**src/rtl/oapl_pkg.sv**
```systemverilog
// Constants and types for the OR and pointer-load decode block.
// Assumes a four-phase instruction cycle on mclk and 16-bit instruction words.
`default_nettype none
package oapl_pkg;
	// Instruction cycle phases Q1..Q4, one mclk each
	localparam logic [1:0] PHASE_Q1 = 2'h0;
	localparam logic [1:0] PHASE_Q2 = 2'h1;
	localparam logic [1:0] PHASE_Q3 = 2'h2;
	localparam logic [1:0] PHASE_Q4 = 2'h3;
	localparam logic [1:0] PHASE_RESET = 2'h0;
	// Opcode fields
	localparam logic [7:0] OPC_OR_LITERAL = 8'h09;
	localparam logic [5:0] OPC_OR_FILE = 6'h04;
	localparam logic [9:0] OPC_LOAD_PTR_FIRST = 10'h3b8;
	localparam logic [7:0] OPC_LOAD_PTR_SECOND = 8'hf0;
	// Field positions
	localparam int DEST_BIT = 9;
	localparam int BANK_BIT = 8;
	localparam int PTR_IDX_LSB = 4;
	// Address spaces
	localparam int BANK_W = 4;
	localparam int FILE_ADDR_W = 12;
	localparam logic [7:0] ACCESS_SPLIT = 8'h60;
	localparam logic [7:0] INDEXED_LAST = 8'h5f;
	localparam logic [3:0] ACCESS_HIGH_PAGE = 4'hf;
	localparam logic [3:0] ACCESS_LOW_PAGE = 4'h0;
	// Pointer registers
	localparam int PTR_COUNT = 3;
	localparam int PTR_W = 12;
	localparam logic [1:0] PTR_INDEXED = 2'h2;
	// Reset values
	localparam logic [7:0] ACC_RESET = 8'h00;
	localparam logic [11:0] PTR_RESET = 12'h000;
	localparam logic [11:0] FILE_ADDR_RESET = 12'h000;
	localparam logic [7:0] DATA_RESET = 8'h00;
	typedef enum logic [1:0] {
		ST_SINGLE = 2'b00,
		ST_SECOND = 2'b01
	} oapl_state_type;
	typedef enum logic [1:0] {
		OP_NONE = 2'b00,
		OP_OR_LIT = 2'b01,
		OP_OR_FILE = 2'b11,
		OP_LOAD_PTR = 2'b10
	} oapl_op_type;
endpackage
`default_nettype wire

```
**src/rtl/oapl_or_unit.sv**
```systemverilog
// Byte OR with negative and zero results.
// Purely combinational; the caller registers everything it uses.
`default_nettype none
module oapl_or_unit (
	// Operands
	input wire logic [7:0] opA,
	input wire logic [7:0] opB,
	// Result
	output logic [7:0] result,
	output logic negative,
	output logic zero
);
	always_comb begin
		result = opA | opB;
		negative = result[7];
		zero = (result == 8'h00);
	end
endmodule
`default_nettype wire

```
**src/rtl/or_and_pointer_load_decode.sv**
```systemverilog
// Decode and execute for literal OR, OR with file register and pointer load.
// Assumes program memory presents a word at Q1 and data memory answers a
// read in the same mclk that fileRd is high, with fileRdData sampled at the end of Q3.
`default_nettype none
// Behaviour
// - The literal OR ors the accumulator with the 8-bit literal into the accumulator in one cycle.
// - The file OR ors the accumulator with the addressed file register in one single-word cycle.
// - Destination bit 0 sends the result to the accumulator and 1 writes it back to the file.
// - Bank bit 0 selects the access bank and 1 selects the bank given by bankSelect.
// - With bank bit 0, extended set on and address up to 5Fh, the operand is pointer 2 plus offset.
// - The pointer load writes a 12-bit literal into pointer 0..2 over two words, high part first.
module or_and_pointer_load_decode (
	// Clock, reset, enable
	input wire logic mclk,
	input wire logic rst_b,
	input wire logic clkEn,
	// Instruction word from program memory
	input wire logic [15:0] instrWord,
	input wire logic instrValid,
	output logic [1:0] qPhase,
	output logic instrTaken,
	output logic instrOther,
	// Core context
	input wire logic extEnable,
	input wire logic [oapl_pkg::BANK_W-1:0] bankSelect,
	// Data memory
	output logic fileRd,
	output logic fileWr,
	output logic [oapl_pkg::FILE_ADDR_W-1:0] fileAddr,
	output logic [7:0] fileWrData,
	input wire logic [7:0] fileRdData,
	// Architectural state
	output logic [7:0] acc,
	output logic flagNeg,
	output logic flagZero,
	output logic [oapl_pkg::PTR_COUNT-1:0][oapl_pkg::PTR_W-1:0] pointerReg
);
	logic rstSync1, rstSync2;
	oapl_pkg::oapl_state_type state, next_state;
	oapl_pkg::oapl_op_type op, next_op;
	logic [1:0] next_qPhase;
	logic next_instrTaken, next_instrOther, next_fileRd, next_fileWr;
	logic [oapl_pkg::FILE_ADDR_W-1:0] next_fileAddr;
	logic [7:0] next_fileWrData, next_acc;
	logic next_flagNeg, next_flagZero;
	logic [oapl_pkg::PTR_COUNT-1:0][oapl_pkg::PTR_W-1:0] next_pointerReg;
	logic [7:0] lit, next_lit, fileOff, next_fileOff, opResult, next_opResult;
	logic destFile, next_destFile, bankBit, next_bankBit;
	logic resNeg, next_resNeg, resZero, next_resZero;
	logic [1:0] ptrIdx, next_ptrIdx;
	logic [7:0] orOut, orOperand;
	logic orNeg, orZero;

	// Reset is released through two stages so every flop leaves reset together
	always_ff @(posedge mclk or negedge rst_b) begin
		if (!rst_b) begin
			rstSync1 <= 1'b0;
			rstSync2 <= 1'b0;
		end else begin
			rstSync1 <= 1'b1;
			rstSync2 <= rstSync1;
		end
	end

	assign orOperand = (op == oapl_pkg::OP_OR_FILE) ? fileRdData : lit;

	oapl_or_unit uOr (
		.opA(acc),
		.opB(orOperand),
		.result(orOut),
		.negative(orNeg),
		.zero(orZero)
	);

	always_comb begin
		next_state = state;
		next_op = op;
		next_qPhase = qPhase + 2'h1;
		next_instrTaken = 1'b0;
		next_instrOther = 1'b0;
		next_fileRd = 1'b0;
		next_fileWr = 1'b0;
		next_fileAddr = fileAddr;
		next_fileWrData = fileWrData;
		next_acc = acc;
		next_flagNeg = flagNeg;
		next_flagZero = flagZero;
		next_pointerReg = pointerReg;
		next_lit = lit;
		next_fileOff = fileOff;
		next_destFile = destFile;
		next_bankBit = bankBit;
		next_ptrIdx = ptrIdx;
		next_opResult = opResult;
		next_resNeg = resNeg;
		next_resZero = resZero;
		case (qPhase)
			oapl_pkg::PHASE_Q1: begin
				next_op = oapl_pkg::OP_NONE;
				if (instrValid) begin
					next_instrTaken = 1'b1;
					if (state == oapl_pkg::ST_SECOND) begin
						if (instrWord[15:8] == oapl_pkg::OPC_LOAD_PTR_SECOND) begin
							next_op = oapl_pkg::OP_LOAD_PTR;
							next_lit = instrWord[7:0];
						end else begin
							// A broken pair is handed on and the pointer keeps its new high part
							next_instrOther = 1'b1;
							next_state = oapl_pkg::ST_SINGLE;
						end
					end else if (instrWord[15:8] == oapl_pkg::OPC_OR_LITERAL) begin
						next_op = oapl_pkg::OP_OR_LIT;
						next_lit = instrWord[7:0];
					end else if (instrWord[15:10] == oapl_pkg::OPC_OR_FILE) begin
						next_op = oapl_pkg::OP_OR_FILE;
						next_destFile = instrWord[oapl_pkg::DEST_BIT];
						next_bankBit = instrWord[oapl_pkg::BANK_BIT];
						next_fileOff = instrWord[7:0];
					end else if (instrWord[15:6] == oapl_pkg::OPC_LOAD_PTR_FIRST &&
						instrWord[5:4] < 2'(oapl_pkg::PTR_COUNT)) begin
						next_op = oapl_pkg::OP_LOAD_PTR;
						next_ptrIdx = instrWord[5:4];
						next_lit = {4'h0, instrWord[3:0]};
					end else begin
						next_instrOther = 1'b1;
					end
				end
			end
			oapl_pkg::PHASE_Q2: begin
				if (op == oapl_pkg::OP_OR_FILE) begin
					next_fileRd = 1'b1;
					if (bankBit) begin
						next_fileAddr = {bankSelect, fileOff};
					end else if (extEnable && fileOff <= oapl_pkg::INDEXED_LAST) begin
						next_fileAddr = pointerReg[oapl_pkg::PTR_INDEXED] +
							{4'h0, fileOff};
					end else if (fileOff < oapl_pkg::ACCESS_SPLIT) begin
						next_fileAddr = {oapl_pkg::ACCESS_LOW_PAGE, fileOff};
					end else begin
						next_fileAddr = {oapl_pkg::ACCESS_HIGH_PAGE, fileOff};
					end
				end
			end
			oapl_pkg::PHASE_Q3: begin
				if (op == oapl_pkg::OP_OR_LIT || op == oapl_pkg::OP_OR_FILE) begin
					next_opResult = orOut;
					next_resNeg = orNeg;
					next_resZero = orZero;
				end
			end
			default: begin
				case (op)
					oapl_pkg::OP_OR_LIT: begin
						next_acc = opResult;
						next_flagNeg = resNeg;
						next_flagZero = resZero;
					end
					oapl_pkg::OP_OR_FILE: begin
						if (destFile) begin
							next_fileWr = 1'b1;
							next_fileWrData = opResult;
						end else begin
							next_acc = opResult;
						end
						next_flagNeg = resNeg;
						next_flagZero = resZero;
					end
					oapl_pkg::OP_LOAD_PTR: begin
						// Flags are untouched on this path
						for (int i = 0; i < oapl_pkg::PTR_COUNT; i++) begin
							if (ptrIdx == 2'(i)) begin
								if (state == oapl_pkg::ST_SINGLE) begin
									next_pointerReg[i][11:8] = lit[3:0];
								end else begin
									next_pointerReg[i][7:0] = lit;
								end
							end
						end
						next_state = (state == oapl_pkg::ST_SINGLE) ?
							oapl_pkg::ST_SECOND : oapl_pkg::ST_SINGLE;
					end
					default: begin
						next_state = state;
					end
				endcase
			end
		endcase
	end

	always_ff @(posedge mclk or negedge rstSync2) begin
		if (!rstSync2) begin
			state <= oapl_pkg::ST_SINGLE;
			op <= oapl_pkg::OP_NONE;
			qPhase <= oapl_pkg::PHASE_RESET;
			instrTaken <= 1'b0;
			instrOther <= 1'b0;
			fileRd <= 1'b0;
			fileWr <= 1'b0;
			fileAddr <= oapl_pkg::FILE_ADDR_RESET;
			fileWrData <= oapl_pkg::DATA_RESET;
			acc <= oapl_pkg::ACC_RESET;
			flagNeg <= 1'b0;
			flagZero <= 1'b0;
			pointerReg <= {oapl_pkg::PTR_COUNT{oapl_pkg::PTR_RESET}};
			lit <= oapl_pkg::DATA_RESET;
			fileOff <= oapl_pkg::DATA_RESET;
			destFile <= 1'b1;
			bankBit <= 1'b0;
			ptrIdx <= 2'h0;
			opResult <= oapl_pkg::DATA_RESET;
			resNeg <= 1'b0;
			resZero <= 1'b0;
		end else if (clkEn) begin
			state <= next_state;
			op <= next_op;
			qPhase <= next_qPhase;
			instrTaken <= next_instrTaken;
			instrOther <= next_instrOther;
			fileRd <= next_fileRd;
			fileWr <= next_fileWr;
			fileAddr <= next_fileAddr;
			fileWrData <= next_fileWrData;
			acc <= next_acc;
			flagNeg <= next_flagNeg;
			flagZero <= next_flagZero;
			pointerReg <= next_pointerReg;
			lit <= next_lit;
			fileOff <= next_fileOff;
			destFile <= next_destFile;
			bankBit <= next_bankBit;
			ptrIdx <= next_ptrIdx;
			opResult <= next_opResult;
			resNeg <= next_resNeg;
			resZero <= next_resZero;
		end
	end
endmodule
`default_nettype wire

```
**config.mk**
```make
export PLATFORM = sky130hd
export DESIGN_NAME = or_and_pointer_load_decode
export DESIGN_NICKNAME = d
export VERILOG_FILES = /design/src/rtl/oapl_pkg.sv /design/src/rtl/oapl_or_unit.sv /design/src/rtl/or_and_pointer_load_decode.sv
export SDC_FILE = /design/constraint.sdc
export NUM_CORES = 1
export LEC_CHECK = 0
export ABC_AREA = 1
export ABC_CLOCK_PERIOD_IN_PS = 3100
export BUFFER_PORTS_ARGS = -buffer_cell sky130_fd_sc_hd__buf_2
export CAP_MARGIN = 5
export CORE_MARGIN = 5
export CORE_UTILIZATION = 50
export CTS_CLUSTER_DIAMETER = 150
export DETAILED_ROUTE_END_ITERATION = 16
export PLACE_DENSITY = 0.76
export REMOVE_ABC_BUFFERS = 1
export SKIP_LAST_GASP = 1
export SYNTH_ARGS = -nofsm -noshare
export SYNTH_HDL_FRONTEND = slang
export SYNTH_SLANG_ARGS = --single-unit
```
**constraint.sdc**
```tcl
create_clock -name mclk -period 3.1 [get_ports mclk]
set_clock_uncertainty 0.1 [all_clocks]
set_input_delay 0.31 -clock mclk [delete_from_list [all_inputs] [get_ports mclk]]
set_output_delay 0.31 -clock mclk [all_outputs]
set_load 0.005 [all_outputs]
```
## After elaboration in Yosys (flattened, before gate mapping)

Cells that the tools add are included.

- Register bits after elaboration: 108
- Input port bits: 33
- Output and inout bits: 72
- Word-level logic and storage cells: 124

- Add/subtract/negate cells: 2
- Order comparisons: 3
- Equality and inequality tests: 18
- Mux-type cells: 37
- Bitwise logic cells: 7
- Reduce and logical (&&, ||, !) cells: 29

Operator list:

| kind | count |
|---|---|
| $mux W8 | 7 |
| $mux W12 | 3 |
| $reduce_and A5 Y1 | 6 |
| $mux W2 | 10 |
| $reduce_and A6 Y1 | 3 |
| $pmux W8 S2 | 1 |
| $mux W1 | 15 |
| $add A12 B8 Y12 | 1 |
| $eq A10 B10 Y1 const B | 1 |
| $reduce_and A3 Y1 | 3 |
| $eq A2 B1 Y1 const B | 4 |
| $eq A2 B2 Y1 const B | 4 |
| $eq A8 B4 Y1 const B | 1 |
| $eq A8 B8 Y1 const B | 1 |
| $le A8 B7 Y1 const B | 1 |
| $logic_not A8 Y1 | 1 |
| $lt A8 B7 Y1 const B | 1 |
| $ne A2 B2 Y1 const B | 4 |
| $or A8 B8 Y8 | 1 |
| $reduce_and A4 Y1 | 2 |
| $reduce_and A7 Y1 | 1 |
| $eq A6 B3 Y1 const B | 1 |
| $logic_not A2 Y1 | 3 |
| $not A1 Y1 | 6 |
| 12 further kinds | 15 |

## Depth between registers and ports, before layout

- Depth after elaboration: 8
- Mapped depth: 13
- Gate-level depth less buffers: 13

## Modules after synthesis

Synthesis repeated with hierarchy kept, for this count alone.

- Cells, all modules: 628
- Area total of the unflattened synthesis: 5190.0 um2

Modules (own cells, without submodules):

| module | times used | cells an instance | area an instance (um2) | sequential area each (um2) |
|---|---|---|---|---|
| or_and_pointer_load_decode | 1 | 596 | 5056.1 | 2678.8 |
| oapl_or_unit | 1 | 32 | 133.9 | 0.0 |

## Worst setup path before layout

Ideal clock, no wire load.

- Kind: flip-flop to flip-flop
- Start point: reg pointerReg[24] (netlist bit)
- End point: reg fileAddr[8] (netlist bit)
- Setup time: 0.116 ns
- Arrival time: 1.590 ns
- Data required time: 2.884 ns
- Slack: 1.293 ns
- Stages on the path, launching flop included: 14
- Path through: dfrtp_1 > ha_1 > inv_1 > fa_1 > inv_1 > nand3_1 > nand3_1 > nand2_1 > nand2_1 > nand2_1 > nand3_1 > nand2_1 > nand2_1 > nand2_1

- Cells in the longest elaborated chain, start to end: 3

Ends and longest elaborated chain:

| element | RTL line | text |
|---|---|---|
| start, declared | or_and_pointer_load_decode.sv:36 | `output logic [oapl_pkg::PTR_COUNT-1:0][oapl_pkg::PTR_W-1:0] pointerReg` |
| start signal, assigned | or_and_pointer_load_decode.sv:204 | `pointerReg <= {oapl_pkg::PTR_COUNT{oapl_pkg::PTR_RESET}};` |
| start signal, assigned | or_and_pointer_load_decode.sv:226 | `pointerReg <= next_pointerReg;` |
| $add A12 B8 Y12 | or_and_pointer_load_decode.sv:135 | `next_fileAddr = pointerReg[oapl_pkg::PTR_INDEXED] +` |
| $mux W12 | or_and_pointer_load_decode.sv:134 | `end else if (extEnable && fileOff <= oapl_pkg::INDEXED_LAST) begin` |
| $mux W12 | or_and_pointer_load_decode.sv:132 | `if (bankBit) begin` |
| end signal, assigned | or_and_pointer_load_decode.sv:199 | `fileAddr <= oapl_pkg::FILE_ADDR_RESET;` |
| end signal, assigned | or_and_pointer_load_decode.sv:221 | `fileAddr <= next_fileAddr;` |
| end, declared | or_and_pointer_load_decode.sv:29 | `output logic [oapl_pkg::FILE_ADDR_W-1:0] fileAddr,` |

No other way between the ends.
A chain may end at the register's enable or synchronous reset.

## Worst setup path after layout

- Start point: reg fileOff[0]
- End point: reg fileAddr[8] (netlist bit)

- Cells in the longest elaborated chain, start to end: 4

Ends and longest elaborated chain:

| element | RTL line | text |
|---|---|---|
| start, declared | or_and_pointer_load_decode.sv:47 | `logic [7:0] lit, next_lit, fileOff, next_fileOff, opResult, next_opResult;` |
| start signal, assigned | or_and_pointer_load_decode.sv:206 | `fileOff <= oapl_pkg::DATA_RESET;` |
| start signal, assigned | or_and_pointer_load_decode.sv:228 | `fileOff <= next_fileOff;` |
| $lt A8 B7 Y1 / $le A8 B7 Y1 (equally long branches) | or_and_pointer_load_decode.sv:137, or_and_pointer_load_decode.sv:134 |  |
| $mux W12 / $logic_and A1 B1 Y1 (equally long branches) | or_and_pointer_load_decode.sv:137, or_and_pointer_load_decode.sv:134 |  |
| $mux W12 (*) | or_and_pointer_load_decode.sv:134 |  |
| $mux W12 (*) | or_and_pointer_load_decode.sv:132 |  |

Mark *: on every way between the ends. The rest lies on a longest branch, timed or not.

==> results.md <==
* Status: finished, final reports clean
* WL per Instance at 14.8 um
* CTS buffer count at 9
* Number of global-route vias before repair at 4263
* First-pass DRT Iterations at 5
* CTS sink count at 106
* Crit path DAT at 2.20 ns
* Critical R2R Capture: fileAddr[8]$_DFFE_PN0P_
* Achievable Freq at 0.490 GHz
* Drc violations at 0
* Flop2flop setup slack at 1.06 ns
* Post-synthesis sequential area ratio at 50.4%
* Synth warnings at 0
* Clock transition at path regs at 0.10 ns
* Port Buf Inserts at 104
* Setup WS pre-CTS at 1.07 ns
* Maxcap violations at 0
* Area Growth Syn to Fin at 15.1%
* Fin crit share at 65.8%
* Row cnt at 37
* Final ANT Viol Nets at 0
* Die height at 113 um
* Die Area at 12700 um2
* R2R cell count at 13
* Final Power at 0.00332 W
* Post-synth cell types at 41
* H-tree depth at 3
* Total Routing Usage GR at 20.4%
* Metal3 WL at 654 um
* GP Congestion at 0.920
* Hpwl dp at 9840 um
* Initial DRC count at 318
* M1 WL at 5790 um
* Sequential Area at 2660 um2
* Clock Latency Late Sink at 0.36 ns
* Worst Tran Pin Value at 1.07 ns
* Pwr Density at 548 nW/um2
* WS Path Type: flip-flop to flip-flop
* Worst Hold Depth at 3
* CP required at 3.25 ns
* Core area at 10300 um2
* Total Wirelength at 12700 um
* Synthesized instance count at 606
* Hold/Removal Path Class: input pin to flip-flop
* CTS tree: yes
* Reg-to-reg startpoint: fileOff[0]$_DFFE_PN0P_
* Mapped cell area at 5260 um2
* Max layer used: met4
* Pleak at 3.35 nW
* Final Util at 58.9%
* Met2 wire len at 6040 um
* Minimum clock period at 2.04 ns
* Die outline width at 113 um
* Worst slew margin at 28.9%
* Vias/cell at 5.13
* Post-place instance area at 5870 um2
* Hold Violations, Final at 0
* ANT cells at 0
* Worst hold margin at 0.121 ns
* Root Buffer Master: clkbuf_8
* CTS max path bufs at 2
* Nature of the critical path startpoint: flip-flop
* Max IR drop VDD at 0.272 mV
* HP Start: instrWord[9]
* Fin. max-slew vios at 0
* RSZ-0062 raised after global routing: no
* Via count at 4382
* Avg Inst Size Synth at 8.68 um2
* CP Max Fanout at 3
* Starting Density at 51.2%
* Post_cts resized at 0
* Hold Crit Endpoint: destFile$_DFFE_PN1P_
* Setup Viol. Count Final at 0
* PnR worst setup slack at 1.06 ns
* Congestion Overflow GR at 0
* Layout cell share with drive strength beyond 1 at 24.8%
* Io pins at 105
* #FFs+latches synth at 106
* CP Capture Type: flip-flop
* Fillers at 956
* Initial antenna violation count at 0
* Global-route wire length before repair at 21000 um
* Area of the multi-input gates at 2260 um2
* Largest net degree at the start of global routing at 85
* Design area at 6060 um2
* Nets at 760
-- cells by family after synthesis --
| logic type | synth area share (%) |
|---|---|
| buf+inv | 6.66 |
| fa+ha+maj | 3.23 |
| simple gates | 25.9 |
| xor+xnor | 0.666 |
| other cells | 0.0713 |
| compound gates | 13.0 |
| flops | 50.4 |
-- per-layer routing --
metal,track usage [%],vias up
li1,-,2170
met4,6.17,0
met1,28.2,2068
met3,3.77,14
met5,0,-
met2,32.7,130
-- critical path: stages, from the launching register on --
cell and delay (ns):
dfrtp_1 0.40, ha_1 0.21, inv_1 0.07, fa_1 0.41
inv_1 0.09, nand3_1 0.07, nand3_1 0.14, nand2_1 0.10
nand2_1 0.08, nand2_1 0.04, nand3_1 0.07, nand2_1 0.05
nand2_1 0.06, nand2_1 0.04
-- flip-flops by register name, summed over array words and instances, names as in the netlist, 2 cells and up --
| register | count |
|---|---|
| qPhase | 2 |
| acc | 8 |
| fileWrData | 8 |
| op | 2 |
| ptrIdx | 2 |
| fileOff | 8 |
| opResult | 8 |
| lit | 8 |
| fileAddr | 12 |
| pointerReg | 36 |
-- Yosys cell counts --
| master | number | area [um2] |
|---|---|---|
| a211oi_2 | 1 | 12.5 |
| o21a_1 | 4 | 30.0 |
| nor3_1 | 1 | 5.00 |
| nand2_4 | 5 | 56.3 |
| nor4_2 | 2 | 25.0 |
| buf_2 | 2 | 10.0 |
| inv_4 | 2 | 12.5 |
| nand3_2 | 2 | 20.0 |
| xnor2_1 | 1 | 8.76 |
| dfstp_2 | 1 | 26.3 |
| o21ai_0 | 37 | 185 |
| xor2_1 | 3 | 26.3 |
| o21ai_1 | 15 | 75.1 |
| conb_1 | 1 | 3.75 |
| nand3_4 | 1 | 17.5 |
| nand3_1 | 28 | 140 |
| nand2_1 | 183 | 687 |
| nand2_2 | 6 | 37.5 |
| dfrtp_1 | 105 | 2630 |
| a32o_1 | 1 | 10.0 |
| nor2_4 | 3 | 33.8 |
| a21o_1 | 2 | 15.0 |
| ha_1 | 12 | 150 |
| buf_6 | 7 | 78.8 |
| and3_1 | 1 | 6.26 |
| o21ai_4 | 2 | 32.5 |
| inv_1 | 59 | 221 |
| nor4_1 | 1 | 6.26 |
| a21oi_1 | 25 | 125 |
| buf_4 | 1 | 7.51 |
| o22ai_1 | 1 | 6.26 |
| nand3b_1 | 7 | 52.6 |
| or2_2 | 2 | 12.5 |
| o21ai_2 | 22 | 193 |
| inv_2 | 3 | 11.3 |
| clkinv_4 | 1 | 8.76 |
| nor2_1 | 43 | 161 |
| fa_1 | 1 | 20.0 |
| nor2_2 | 2 | 12.5 |
| nor2_8 | 2 | 40.0 |
| nand4_1 | 8 | 50.1 |
-- metrics by stage --
stage / std cells / TNS, ns
after global placement: 838 / 0
after CTS: 855 / 0
after global routing: 855 / 0
after floorplan: 596 / -17.48
final: 855 / 0
after detailed placement: 838 / 0
-- cell usage in the layout (no fill, tap or decap), types with 3 or more instances in the layout --
master	n
inv_2	3
dfrtp_1	104
clkinv_4	3
nor2_4	3
a21oi_1	25
ha_1	12
o21ai_2	22
nand2_2	6
nand4_1	8
nand3_1	28
nor2_1	43
o21a_1	4
nand3b_1	7
o21ai_1	15
inv_1	59
o21ai_0	37
xor2_1	3
clkbuf_8	10
buf_2	104
nand2_4	5
nand2_1	183
-- how the worst max path moves through the flow --
stage                          startpoint                      end  depth (start not counted)
6_report           fileOff[0]$_DFFE_PN0P_  fileAddr[8]$_DFFE_PN0P_                         13
2_1_floorplan          rstSync2$_DFF_PN0_       acc[0]$_DFFE_PN0P_                          0
3_5_place_dp       fileOff[0]$_DFFE_PN0P_  fileAddr[8]$_DFFE_PN0P_                         13
5_1_grt            fileOff[0]$_DFFE_PN0P_  fileAddr[8]$_DFFE_PN0P_                         13
3_3_place_gp   pointerReg[24]$_DFFE_PN0P_  fileAddr[8]$_DFFE_PN0P_                         13
4_1_cts            fileOff[0]$_DFFE_PN0P_  fileAddr[8]$_DFFE_PN0P_                         13
-- what timing repair did --
| action | CTS | global route |
|---|---|---|
| hold buffers | 1 | 0 |
| hold endpoints to repair | 2 | 0 |
| buffers inserted | 0 | 0 |
-- layout make-up --
cell class              instances  area share (%)
flip-flops and latches        106            43.9
multi-input cells             425            37.3
repair buffers                107            9.01
inverters                      65            4.19
well taps                     136            2.81
clock buffers                  12            2.40
clock inverters                 4           0.454
-- where the power goes --
part,switching (W),total (W),internal [W]
Combinational,0.000541,0.000839,0.000298
Sequential,0.000158,0.00172,0.00156
Clock,0.000448,0.000763,0.000316
Total,0.00115,0.00332,0.00218
No activity file was read; power rests on OpenSTA's default activity.
